[src/rtl/spic_defines.vh]
`ifndef SPIC_DEFINES_VH
`define SPIC_DEFINES_VH

// Control A field positions.
`define SPIC_A_SOFT_RESET_BIT       0
`define SPIC_A_ENABLE      1
`define SPIC_A_MODE_LO     2
`define SPIC_A_MODE_HI     4
`define SPIC_A_DATA_OUT_PAD_SELECT_LO     16
`define SPIC_A_DATA_OUT_PAD_SELECT_HI     17
`define SPIC_A_DATA_IN_PAD_SELECT_LO     20
`define SPIC_A_DATA_IN_PAD_SELECT_HI     21
`define SPIC_A_FRAME_FORMAT_FIELD_LO     24
`define SPIC_A_FRAME_FORMAT_FIELD_HI     27
`define SPIC_A_CLOCK_PHASE_BIT        28
`define SPIC_A_CLOCK_POLARITY_BIT        29
`define SPIC_A_BIT_ORDER_BIT        30
// Bits of control A that are never enable-protected.
`define SPIC_A_FREE_MASK   32'h00000003

// Control B field positions.
`define SPIC_B_CHARACTER_SIZE_FIELD_LO   0
`define SPIC_B_CHARACTER_SIZE_FIELD_HI   2
`define SPIC_B_HW_SELECT_CONTROL_ENABLE       13
`define SPIC_B_RECEIVER_ENABLE_BIT        17

// Sync busy bit positions.
`define SPIC_SB_SOFT_RESET_BIT      0
`define SPIC_SB_ENABLE     1
`define SPIC_SB_CONTROL_B_REGISTER      2

// Encodings.
`define SPIC_MODE_CLIENT   3'h2
`define SPIC_MODE_HOST     3'h3
`define SPIC_FRAME_FORMAT_FIELD_ADDR     4'h2
`define SPIC_CHARACTER_SIZE_FIELD_9      3'h1
`define SPIC_DATA_OUT_PAD_SELECT_NONE     2'h3

// Reset values.
`define SPIC_CONTROL_A_REGISTER_RST     32'h00000000
`define SPIC_CONTROL_B_REGISTER_RST     32'h00000000
`define SPIC_BAUD_RST      8'h00
`define SPIC_ADDR_RST      8'h00
`define SPIC_DATA_RST      9'h000

// Character geometry.
`define SPIC_LAST_BIT8     4'h7
`define SPIC_LAST_BIT9     4'h8
`define SPIC_LAST_HALF8    5'h0F
`define SPIC_LAST_HALF9    5'h11

// Cycles taken by a register synchronization.
`define SPIC_SYNC_CYCLES   2'h3

`endif

[src/rtl/spic_core.v]
// How it works
// - Operating mode 0x3 selects host, 0x2 selects client.
// - Host makes the serial clock from the 8-bit baud divider.
// - Client shifts on edges of the clock the external host supplies.
// - Protected control writes are dropped while enabled or enabling.
// - Protected writes made while disabling are applied once disabling ends.
// - Enable bit one enables the unit, zero disables it.
// - Soft reset returns every register to its reset value.
// - Sync busy bit 0 stays high until soft reset sync completes.
// - Data writes fill transmit holding; data reads pop receive holding.
// - Characters are 8 or 9 bits; transactions hold one or more.
// - One-level transmit buffer and two-level receive buffer.
// - Polarity and phase pick which clock edge samples and which sets up.
// - Outgoing bits change on one edge, incoming bits latch on the other.
// - Bit order selects LSB-first or MSB-first shifting.
// - Select low begins a transaction, high ends it.
// - Host to client on MOSI, client to host on MISO.
// - Every character shifted out brings one character back.
// - Host drives select itself when hardware select is set.
// - Client can match the first character against an 8-bit address.
// - Client keeps working in sleep and flags select transitions.
// - Single-direction operation releases the unused data pad.
// - Client leaves MISO released while select is high.
// - Transmit-empty rises when holding data moves to the shifter.
// - Last bit moves the character into the receive buffer that cycle.
`timescale 1ns/1ps
`include "spic_defines.vh"

module spic_core (
	// Clock and reset
	input  wire        core_clk,
	input  wire        arst_n,
	// Control writes, one-cycle strobes with data
	input  wire        ctrlAWrite,
	input  wire [31:0] ctrlAData,
	input  wire        ctrlBWrite,
	input  wire [31:0] ctrlBData,
	input  wire        baudWrite,
	input  wire [7:0]  baudData,
	input  wire        addrWrite,
	input  wire [7:0]  addrData,
	input  wire        dataWrite,
	input  wire [8:0]  dataIn,
	input  wire        dataRead,
	input  wire        txcClear,
	input  wire        ovfClear,
	// Readback and status
	output reg  [31:0] control_a_register,
	output reg  [31:0] control_b_register,
	output reg  [7:0]  baud,
	output reg  [7:0]  matchAddr,
	output wire [2:0]  sync_busy_register,
	output reg  [8:0]  receive_holding_register,
	output wire        txEmptyFlag,
	output reg         txCompleteFlag,
	output wire        rxCompleteFlag,
	output reg         bufferOverflow,
	output reg         wakeRequest,
	// Serial pins, enables active low
	input  wire        sckIn,
	output wire        sckOut,
	output wire        sckOeN,
	input  wire        mosiIn,
	output wire        mosiOut,
	output wire        mosiOeN,
	input  wire        misoIn,
	output wire        misoOut,
	output wire        misoOeN,
	input  wire        ssIn,
	output reg         ssOut,
	output wire        ssOeN
);

	function [3:0] bitIdx;
		input [3:0] cnt;
		input       lsb;
		input       nine;
		begin
			if (lsb)
				bitIdx = cnt;
			else
				bitIdx = (nine ? `SPIC_LAST_BIT9 : `SPIC_LAST_BIT8) - cnt;
		end
	endfunction

	reg  [1:0]  rstPipe;
	wire        rstSync = rstPipe[1];

	reg         enBusy, enTarget, swBusy, bBusy;
	reg  [1:0]  syncCnt;
	reg         pendA, pendB, pendBaud, pendAddr;
	reg  [31:0] pendAData, pendBData;
	reg  [7:0]  pendBaudData, pendAddrData;

	reg         active, moreChar, pendBit, havePend;
	reg  [3:0]  bitCnt;
	reg  [8:0]  txShift, rxShift, holdData;
	reg         holdValid;
	reg  [7:0]  baudCnt;
	reg         sckLevel;
	reg  [4:0]  halfCnt;
	reg         ssPrev, sckPrev, addrPhase, ignoreXfer;
	reg  [8:0]  rxMem [0:1];
	reg         rxWr, rxRd;
	reg  [1:0]  rxCount;

	wire        enabled  = control_a_register[`SPIC_A_ENABLE];
	wire [2:0]  mode     = control_a_register[`SPIC_A_MODE_HI:`SPIC_A_MODE_LO];
	wire        clock_polarity_bit     = control_a_register[`SPIC_A_CLOCK_POLARITY_BIT];
	wire        clock_phase_bit     = control_a_register[`SPIC_A_CLOCK_PHASE_BIT];
	wire        lsbFirst = control_a_register[`SPIC_A_BIT_ORDER_BIT];
	wire [3:0]  frame_format_field     = control_a_register[`SPIC_A_FRAME_FORMAT_FIELD_HI:`SPIC_A_FRAME_FORMAT_FIELD_LO];
	wire [1:0]  data_out_pad_select     = control_a_register[`SPIC_A_DATA_OUT_PAD_SELECT_HI:`SPIC_A_DATA_OUT_PAD_SELECT_LO];
	wire        nine     = control_b_register[`SPIC_B_CHARACTER_SIZE_FIELD_HI:`SPIC_B_CHARACTER_SIZE_FIELD_LO]
	                       == `SPIC_CHARACTER_SIZE_FIELD_9;
	wire        receiver_enable_bit     = control_b_register[`SPIC_B_RECEIVER_ENABLE_BIT];
	wire        hwSel    = control_b_register[`SPIC_B_HW_SELECT_CONTROL_ENABLE];
	wire        isHost   = enabled && mode == `SPIC_MODE_HOST;
	wire        isClient = enabled && mode == `SPIC_MODE_CLIENT;
	wire        protect  = enabled || (enBusy && enTarget);
	wire        disabling = enBusy && !enTarget;
	wire        syncDone = (enBusy || swBusy || bBusy) && syncCnt == 2'h1;

	// Host clock: one half period is baud plus one core cycles.
	wire        hostEdge = active && baudCnt == baud;
	wire        hostLead = hostEdge && sckLevel == clock_polarity_bit;
	// Client clock: the external clock is sampled and edge detected.
	wire        selected = isClient && !ssIn;
	wire        sckRise  = sckIn && !sckPrev;
	wire        sckFall  = !sckIn && sckPrev;
	wire        cliEdge  = selected && (sckRise || sckFall);
	wire        cliLead  = selected && (clock_polarity_bit ? sckFall : sckRise);
	wire        anyEdge  = isHost ? hostEdge : cliEdge;
	wire        leadEdge = isHost ? hostLead : cliLead;
	wire        sampleEv = anyEdge && (leadEdge != clock_phase_bit);
	wire        setupEv  = anyEdge && (leadEdge == clock_phase_bit);
	wire        inBit    = isHost ? misoIn : mosiIn;
	wire [3:0]  idx      = bitIdx(bitCnt, lsbFirst, nine);
	wire        lastBit  = bitCnt == (nine ? `SPIC_LAST_BIT9 : `SPIC_LAST_BIT8);
	wire        doneEv   = sampleEv && lastBit;
	wire [4:0]  lastHalf = nine ? `SPIC_LAST_HALF9 : `SPIC_LAST_HALF8;

	reg  [8:0]  word;
	always @* begin
		word = rxShift;
		word[idx] = inBit;
		if (!nine)
			word[8] = 1'b0;
	end

	wire        addrMatch = word[7:0] == matchAddr;
	wire        push = doneEv && (addrPhase ? addrMatch
	                   : (receiver_enable_bit && !ignoreXfer));
	wire        pop  = dataRead && rxCount != 2'h0;
	wire        full = rxCount == 2'h2;

	assign sync_busy_register       = {bBusy, enBusy, swBusy};
	assign txEmptyFlag    = !holdValid;
	assign rxCompleteFlag = rxCount != 2'h0;
	// Data pins come straight off the shift register so that a divider of
	// zero still gives a full half period of setup.
	assign sckOut  = sckLevel;
	assign sckOeN  = !isHost;
	assign mosiOut = txShift[idx];
	assign mosiOeN = !(isHost && data_out_pad_select != `SPIC_DATA_OUT_PAD_SELECT_NONE);
	assign misoOut = txShift[idx];
	assign misoOeN = !(selected && !addrPhase && !ignoreXfer
	                 && data_out_pad_select != `SPIC_DATA_OUT_PAD_SELECT_NONE);
	assign ssOeN   = !(isHost && hwSel);

	always @(posedge core_clk or negedge arst_n) begin
		if (!arst_n)
			rstPipe <= 2'b00;
		else
			rstPipe <= {rstPipe[0], 1'b1};
	end

	// The receive buffer carries data only and needs no reset.
	always @(posedge core_clk) begin
		if (push && !full)
			rxMem[rxWr] <= word;
	end

	task clearAll;
		begin
			control_a_register <= `SPIC_CONTROL_A_REGISTER_RST;
			control_b_register <= `SPIC_CONTROL_B_REGISTER_RST;
			baud <= `SPIC_BAUD_RST;
			matchAddr <= `SPIC_ADDR_RST;
			enBusy <= 1'b0;
			enTarget <= 1'b0;
			swBusy <= 1'b0;
			bBusy <= 1'b0;
			syncCnt <= 2'h0;
			pendA <= 1'b0;
			pendB <= 1'b0;
			pendBaud <= 1'b0;
			pendAddr <= 1'b0;
			pendAData <= `SPIC_CONTROL_A_REGISTER_RST;
			pendBData <= `SPIC_CONTROL_B_REGISTER_RST;
			pendBaudData <= `SPIC_BAUD_RST;
			pendAddrData <= `SPIC_ADDR_RST;
			active <= 1'b0;
			moreChar <= 1'b0;
			pendBit <= 1'b0;
			havePend <= 1'b0;
			bitCnt <= 4'h0;
			txShift <= `SPIC_DATA_RST;
			rxShift <= `SPIC_DATA_RST;
			holdData <= `SPIC_DATA_RST;
			holdValid <= 1'b0;
			baudCnt <= 8'h00;
			sckLevel <= 1'b0;
			halfCnt <= 5'h00;
			ssPrev <= 1'b1;
			sckPrev <= 1'b0;
			addrPhase <= 1'b0;
			ignoreXfer <= 1'b0;
			rxWr <= 1'b0;
			rxRd <= 1'b0;
			rxCount <= 2'h0;
			receive_holding_register <= `SPIC_DATA_RST;
			txCompleteFlag <= 1'b0;
			bufferOverflow <= 1'b0;
			wakeRequest <= 1'b0;
			ssOut <= 1'b1;
		end
	endtask

	always @(posedge core_clk or negedge rstSync) begin
		if (!rstSync) begin
			clearAll;
		end else if (syncDone && swBusy) begin
			clearAll;
		end else begin
			// Register synchronization.
			if (syncCnt != 2'h0)
				syncCnt <= syncCnt - 2'h1;
			if (syncDone) begin
				bBusy <= 1'b0;
				enBusy <= 1'b0;
				if (enBusy && !enTarget) begin
					if (pendA)
						control_a_register <= pendAData & ~`SPIC_A_FREE_MASK;
					if (pendB)
						control_b_register <= pendBData;
					if (pendBaud)
						baud <= pendBaudData;
					if (pendAddr)
						matchAddr <= pendAddrData;
					pendA <= 1'b0;
					pendB <= 1'b0;
					pendBaud <= 1'b0;
					pendAddr <= 1'b0;
				end
				if (enBusy)
					control_a_register[`SPIC_A_ENABLE] <= enTarget;
			end
			if (ctrlAWrite) begin
				if (ctrlAData[`SPIC_A_SOFT_RESET_BIT]) begin
					swBusy <= 1'b1;
					syncCnt <= `SPIC_SYNC_CYCLES;
				end else begin
					if (ctrlAData[`SPIC_A_ENABLE] != (enBusy ? enTarget
					    : enabled)) begin
						enBusy <= 1'b1;
						enTarget <= ctrlAData[`SPIC_A_ENABLE];
						syncCnt <= `SPIC_SYNC_CYCLES;
					end
					if (disabling) begin
						pendA <= 1'b1;
						pendAData <= ctrlAData;
					end else if (!protect)
						control_a_register <= (ctrlAData & ~`SPIC_A_FREE_MASK)
						       | (control_a_register & `SPIC_A_FREE_MASK);
				end
			end
			if (ctrlBWrite) begin
				if (disabling) begin
					pendB <= 1'b1;
					pendBData <= ctrlBData;
				end else if (protect) begin
					control_b_register[`SPIC_B_RECEIVER_ENABLE_BIT] <= ctrlBData[`SPIC_B_RECEIVER_ENABLE_BIT];
					bBusy <= 1'b1;
					syncCnt <= `SPIC_SYNC_CYCLES;
				end else
					control_b_register <= ctrlBData;
			end
			if (baudWrite) begin
				if (disabling) begin
					pendBaud <= 1'b1;
					pendBaudData <= baudData;
				end else if (!protect)
					baud <= baudData;
			end
			if (addrWrite) begin
				if (disabling) begin
					pendAddr <= 1'b1;
					pendAddrData <= addrData;
				end else if (!protect)
					matchAddr <= addrData;
			end

			// Transmit holding; a software write loads it even while it is still full.
			if (dataWrite) begin
				holdData <= nine ? dataIn : {1'b0, dataIn[7:0]};
				holdValid <= 1'b1;
				txCompleteFlag <= 1'b0;
			end
			if (txcClear)
				txCompleteFlag <= 1'b0;

			// Bit engine, shared by host and client.
			if (doneEv) begin
				havePend <= 1'b0;
				moreChar <= 1'b1;
				if (addrPhase) begin
					addrPhase <= 1'b0;
					ignoreXfer <= !addrMatch;
				end
			end else if (sampleEv) begin
				pendBit <= inBit;
				havePend <= 1'b1;
			end else if (setupEv && moreChar) begin
				// The next character waits for a setup edge, so the line
				// never moves on the edge that the far side samples.
				bitCnt <= 4'h0;
				moreChar <= 1'b0;
				if (holdValid) begin
					txShift <= holdData;
					holdValid <= 1'b0;
				end
			end else if (setupEv && havePend) begin
				rxShift[idx] <= pendBit;
				bitCnt <= bitCnt + 4'h1;
				havePend <= 1'b0;
			end

			// Host clock generation and hardware select.
			if (!active) begin
				sckLevel <= clock_polarity_bit;
				if (isHost && holdValid) begin
					active <= 1'b1;
					txShift <= holdData;
					holdValid <= 1'b0;
					baudCnt <= 8'h00;
					halfCnt <= 5'h00;
					bitCnt <= 4'h0;
					havePend <= 1'b0;
					moreChar <= 1'b0;
					if (hwSel)
						ssOut <= 1'b0;
				end
			end else if (!isHost) begin
				active <= 1'b0;
				ssOut <= 1'b1;
			end else if (hostEdge) begin
				baudCnt <= 8'h00;
				sckLevel <= !sckLevel;
				if (halfCnt == lastHalf) begin
					halfCnt <= 5'h00;
					if (!holdValid) begin
						active <= 1'b0;
						txCompleteFlag <= 1'b1;
						ssOut <= 1'b1;
					end
				end else
					halfCnt <= halfCnt + 5'h01;
			end else
				baudCnt <= baudCnt + 8'h01;

			// Client select tracking; edges double as the wake request.
			ssPrev <= ssIn;
			sckPrev <= sckIn;
			wakeRequest <= isClient && ssIn != ssPrev;
			if (isClient && ssIn && !ssPrev) begin
				txCompleteFlag <= 1'b1;
				bitCnt <= 4'h0;
				havePend <= 1'b0;
				moreChar <= 1'b0;
				addrPhase <= 1'b0;
				ignoreXfer <= 1'b0;
			end
			if (isClient && !ssIn && ssPrev)
				addrPhase <= frame_format_field == `SPIC_FRAME_FORMAT_FIELD_ADDR;

			// Two-level receive buffer; a full buffer drops the newcomer.
			if (pop) begin
				receive_holding_register <= rxMem[rxRd];
				rxRd <= !rxRd;
			end
			if (push && !full)
				rxWr <= !rxWr;
			rxCount <= rxCount + {1'b0, push && !full} - {1'b0, pop};
			if (ovfClear)
				bufferOverflow <= 1'b0;
			if (push && full)
				bufferOverflow <= 1'b1;
			if (!receiver_enable_bit) begin
				rxCount <= 2'h0;
				rxWr <= 1'b0;
				rxRd <= 1'b0;
				bufferOverflow <= 1'b0;
			end
		end
	end

endmodule // spic_core

[config.mk]
export PLATFORM = sky130hd
export DESIGN_NAME = spic_core
export DESIGN_NICKNAME = d
export VERILOG_FILES = /design/src/rtl/spic_core.v
export VERILOG_INCLUDE_DIRS = /design/src /design/src/rtl
export SDC_FILE = /design/constraint.sdc
export NUM_CORES = 1
export LEC_CHECK = 0
export ABC_AREA = 1
export BUFFER_PORTS_ARGS = -buffer_cell sky130_fd_sc_hd__buf_2
export CAP_MARGIN = 20
export CORE_ASPECT_RATIO = 2
export CORE_MARGIN = 2
export CORE_UTILIZATION = 57
export CTS_CLUSTER_SIZE = 12
export DETAILED_ROUTE_END_ITERATION = 6
export PLACE_DENSITY = 0.91
export SYNTH_ARGS = -nofsm -noshare
export SYNTH_HDL_FRONTEND = slang
export SYNTH_SLANG_ARGS = --single-unit
[constraint.sdc]
create_clock -name core_clk -period 10 [get_ports core_clk]
set_input_delay 1 -clock core_clk [delete_from_list [all_inputs] [get_ports core_clk]]
set_output_delay 1 -clock core_clk [all_outputs]
set_load 0.01 [all_outputs]
## Word level (Yosys, flattened, before mapping)

Memory sizes are Yosys's and may differ from the RTL's.
Index checks and enable logic that the tools add are counted.
W data, S select, Z words.

| storage, ports and cells | value |
|---|---|
| bits in registers | 243 |
| latch bits | 0 |
| bits in writable memories | 18 |
| ROM bits | 0 |
| input port bits | 103 |
| output and inout port bits | 105 |
| logic and storage cells | 388 |
| memories kept | 1 |

| cells by class | value |
|---|---|
| $add $sub $neg | 7 |
| multiply operators | 0 |
| divide/modulo/power cells | 0 |
| $lt $le $gt $ge | 2 |
| eq/ne operators | 28 |
| shifts and indexed selects | 0 |
| multiplexer cells | 221 |
| bitwise operators | 1 |
| reductions and logical operators | 86 |

Memory list:

| memory | depth | width | rd ports | clocked after Yosys merged registers in | write ports | RTL line | source |
|---|---|---|---|---|---|---|---|
| rxMem | 2 | 9 | 1 | 0 | 1 | spic_core.v:103 | `reg [8:0] rxMem [0:1];` |

Operators with widths:

| operator | count |
|---|---|
| $mux W32 | 21 |
| $mux W8 | 25 |
| $mux W9 | 17 |
| $mux W1 | 125 |
| $mux W4 | 10 |
| $mux W5 | 7 |
| $logic_and A1 B1 Y1 | 34 |
| $or A32 B2 Y32 | 1 |
| $reduce_bool A2 Y1 | 13 |
| $mux W2 | 10 |
| $bwmux W9 | 2 |
| $logic_not A1 Y1 | 17 |
| $mux W17 | 1 |
| $eq A8 B8 Y1 | 2 |
| $reduce_and A2 Y1 | 8 |
| $mux W14 | 1 |
| $ne A3 B1 Y1 const B | 4 |
| $ne A4 B2 Y1 const B | 3 |
| $reduce_bool A3 Y1 | 4 |
| $reduce_and A3 Y1 | 3 |
| $add A8 B1 Y8 const B | 1 |
| $eq A3 B2 Y1 const B | 2 |
| $ne A2 B1 Y1 const B | 3 |
| $add A5 B1 Y5 const B | 1 |
| 23 further kinds | 30 |

## Depth between registers and ports, before layout

| depth | value |
|---|---|
| word-level depth | 17 |
| depth in mapped cells | 26 |
| mapped depth without buffers | 25 |

## Worst setup path before layout

Ideal clock, no wire load.

| timing | value |
|---|---|
| path kind | reg2out |
| from | register control_b_register[2] |
| to | output port mosiOut |
| data arrival time | 2.429 ns |
| data required time | 9.000 ns |
| setup slack | 6.571 ns |
| stages on the path, launching flop included | 12 |
| buffers on the path | 1 |
| cells stage by stage | dfrtp_1 nor2_2 nand2_2 inv_1 ha_1 fa_1 o21ai_2 nor2_2 inv_1 nor2_4 a311o_2 buf_4 |

| between the ends | value |
|---|---|
| longest elaborated chain between the ends | 6 |

RTL lines:

| what | RTL line | source |
|---|---|---|
| start, declared | spic_core.v:49 | `output reg [31:0] control_b_register,` |
| start signal, assigned | spic_core.v:246 | `control_b_register <= pendBData;` |
| start signal, assigned by index | spic_core.v:283 | `` control_b_register[`SPIC_B_RECEIVER_ENABLE_BIT] <= ctrlBData[`SPIC_B_RECEIVER_ENABLE_BIT]; `` |
| start signal, assigned | spic_core.v:287 | `control_b_register <= ctrlBData;` |
| $eq A3 B1 Y1 (no source line) | - |  |
| $mux W4 (no source line) | - |  |
| $sub A4 B4 Y4 | spic_core.v:82 | `` bitIdx = (nine ? `SPIC_LAST_BIT9 : `SPIC_LAST_BIT8) - cnt; `` |
| $mux W4 | spic_core.v:79 | `if (lsb)` |
| $bmux W1 S4 | - |  |
| $mux W1 | - |  |
| end, declared | spic_core.v:64 | `output wire mosiOut,` |

Every way passes these cells. The select of a mux whose other input is x is not followed.

## Worst setup path in the final report

| timing | value |
|---|---|
| from | register control_b_register[2] |
| to | output port misoOut |

| between the ends | value |
|---|---|
| longest elaborated chain between the ends | 6 |

RTL lines:

| what | RTL line | source |
|---|---|---|
| $eq A3 B1 Y1 (no source line) | - |  |
| $mux W4 (no source line) | - |  |
| $sub A4 B4 Y4 | spic_core.v:82 |  |
| $mux W4 | spic_core.v:79 |  |
| $bmux W1 S4 | spic_core.v:166 | `assign misoOut = txShift[idx];` |
| $mux W1 (implied by the code) | spic_core.v:166 |  |
| end, declared | spic_core.v:67 | `output wire misoOut,` |

Every way passes these cells. The select of a mux whose other input is x is not followed.

==> results.md <==
- Synth Cell Area: 13,100 sq um
- Reg-to-reg critical path endpoint: rxMem[1][1]$_DFFE_PP_
- Synth Area per Inst: around 8 sq um
- Syn nets: around 1.7k
- Routability Congestion: 0.978
- Synth Area in XOR/XNOR: 0.400%
- H-tree levels: 1
- Asr flop ratio synth: 93.1%
- Worst r2r path cells: 18
- DR iter-0 viols: 769
- Setup bufs post-CTS: 0
- Arr. time, crit path: 3210 ps
- Crit Path Class: flop to output pin
- DRC Markers: 0
- # port buffers: 207
- Initial antenna violation count: 5
- Post-synth top area cell: dfrtp_1
- Hold_buf cts: 0
- Post-CTS sizing: 0
- Total Routing Usage GR: ~29%
- Post-synth EDFFs: 18
- Via/cell ratio: 5.60
- Final Hold Vio Count: 0
- WL per Instance: around 17 microns
- Top cells by area, synth: dfrtp_1 46%, inv_1 9.8%, nand2_1 7.5%, a31oi_1 4.7%, nor2_1 4.6%
- Vias in the first global route: 11.6k
- Die area: 24,400 sq um
- Worst Tran Pin Value: 996 ps
- Post-synthesis mux area share: less than 1%
- Largest net degree at the start of global routing: between 150 and 200
- Outcome: finished clean
- DRT antenna net count: 0
- Max Transition Viols Final: 0
- Slew HR: 33.1%
- Fill count: 1,854
- Dpl hpwl: 24,600 microns
- Worst setup SP type: flop
- Clock buffer count from CTS: 25
- Post-Route Skew: 20.5 ps
- Post-synth top cells: 344 x inv_1, 264 x nand2_1, 239 x dfrtp_1
- Sequential share of the synthesized area: 50.0%
- Fmax: ~0.24 GHz
- Largest family of logic cells by synthesized area: simple AND/OR/NAND/NOR gates
- Synth Area in Compound Gates: 17.0%
- Initial core utilization: 58.0%
- Minimum clock period: ~4200 ps
- Crit. End Element: output pin
- Main synth FF type: dfrtp_1
- Die height: 219 microns
- Reg2reg setup slack: 6050 ps
- Leak: 8.16 nW
- Total grt overflow: 0
- Unrepaired setup endpoints after global routing: no
- Adder-cell share of the synthesized area: 1.10%
- Final setup TNS: 0 ps
- Reg area: 6580 sq um
- Area growth syn-to-layout: 14.6%
- DRT Pass-1 Iters: 5
- Simple-gate area share of the yosys netlist: a little under a fifth
- Final setup violation count: 0
- Synth Register Bits: 259
- Max rail drop VDD: 0.232 mV
- # nets final: 1,918
- Clock sink count: 259
- R2R Path Start: control_b_register[2]$_DFF_PN0_
- Crit path max fanout: 8
- Root Buffer: clkbuf_16
- Synth Instances: 1,635
- Max clock buf depth: 3
- HP Class: input pin to async pin
- Cell Rows: 78
- Final instance area: ~15,000 sq um
- IO Count: 208
- Number of max-cap violations: 0
- Pwr Density: 294 nW/um^2
- Required @ worst endpoint: 9000 ps
- Yosys top cell area share: between 40% and 50%
- Skew-Pair Late Insertion Delay: 540 ps
- CORE AREA: 22,600 sq um
- Layout cells sized above 1: between 10% and 20%
- WL final: 35,200 microns
- Clock transition at path regs: 60 ps
- Cell with the most instances after synthesis: inv_1
- Global-route wire length before repair: 56,800 microns
- Final period utilization: 42.1%
- CTS tree: built
- DP Area: ~14,000 sq um
- Area taken by multi-input logic gates: 4870 sq um
- Yosys Warn Count: 0
- Via count: 11.8k
- Die width: 111 microns
- Distinct cells, synth: 58
==> flip-flops by register name (all words and copies together), names as in the netlist, 18 cells and up <==
name and count:
pendBData 32, control_a_register 32, rxMem 18, control_b_register 32, pendAData 30
==> metal layers <==
layer | track usage, % | up-vias | wire (microns) | part of all wire [%]
met4 | 20.5 | 0 | 2700 | 7.7
met3 | 4.41 | 161 | 2120 | 6.0
met2 | 51.3 | 471 | 18200 | 52
met5 | 0 | - | 0 | 0
met1 | 31.1 | 5582 | 12200 | 35
li1 | - | 5599 | - | -
==> critical path, cell delays in order, from the launching register on <==
cell     delay, ps
dfrtp_1        400
nor2_2         140
nand2_2        100
inv_1          180
ha_1           240
fa_1           440
o21ai_2        220
inv_2           70
nor2_2         270
a22oi_1        140
a31oi_1        160
a311o_2        160
buf_2          130
==> stage by stage <==
step	total power [mW]	setup WS (ps)	util (%)	hold slack (ps)	instances
floorplan	2.99	2790	-	331	1635
global placement	3.44	6230	63.0	337	2054
detailed placement	3.54	6100	63.0	361	2054
CTS	4.42	5790	66.2	233	2100
global route	4.77	5620	66.5	242	2107
finish	4.43	5790	66.5	245	2108
==> cell type report <==
type	count	area share, %
Antenna cell	5	0.0831
Clock buffer	44	4.69
Clock inverter	2	0.0914
Inverter	364	9.12
Multi-Input combinational cell	938	32.4
Sequential cell	259	43.7
Tap cell	280	2.33
Timing Repair Buffer	216	7.63
==> placed cells by master (no fill, tap or decap), types with 17 or more instances in the layout <==
| master | Yosys | routed |
|---|---|---|
| buf_2 | 15 | 207 |
| a21oi_1 | 52 | 52 |
| nor2_1 | 161 | 160 |
| edfxtp_1 | 18 | 18 |
| clkbuf_16 | 0 | 25 |
| o21ai_0 | 105 | 105 |
| dfrtp_1 | 239 | 238 |
| o221ai_1 | 34 | 34 |
| clkbuf_1 | 48 | 18 |
| nand2_2 | 15 | 17 |
| nand3_1 | 73 | 73 |
| a31oi_1 | 98 | 98 |
| inv_1 | 344 | 344 |
| nand2_1 | 264 | 262 |
| o211ai_1 | 22 | 22 |
==> logic make-up after synthesis <==
kind of cell	after synthesis
AO/OA/AOI/OAI	355
multiplexers	2
flip-flops	259
other	1
AND/OR/NAND/NOR	563
XOR/XNOR	6
adder cells (fa/ha/maj)	11
buffers and inverters	438
==> report_power, final <==
part           switching, mW  internal, mW
Combinational           1.22         0.653
Sequential             0.244          1.43
Clock                  0.396         0.477
==> worst max path at each step <==
| stage | start | cells after the start | endpoint |
|---|---|---|---|
| floorplan | rstPipe[1]$_DFF_PN0_ | 0 | active$_DFF_PN0_ |
| CTS | control_b_register[2]$_DFF_PN0_ | 12 | misoOut |
| global placement | control_b_register[2]$_DFF_PN0_ | 18 | rxMem[1][0]$_DFFE_PP_ |
| detailed placement | control_b_register[2]$_DFF_PN0_ | 18 | rxMem[1][0]$_DFFE_PP_ |
| global route | control_b_register[2]$_DFF_PN0_ | 12 | mosiOut |
| finish | control_b_register[2]$_DFF_PN0_ | 12 | misoOut |
No activity file was read; power rests on OpenSTA's default activity.
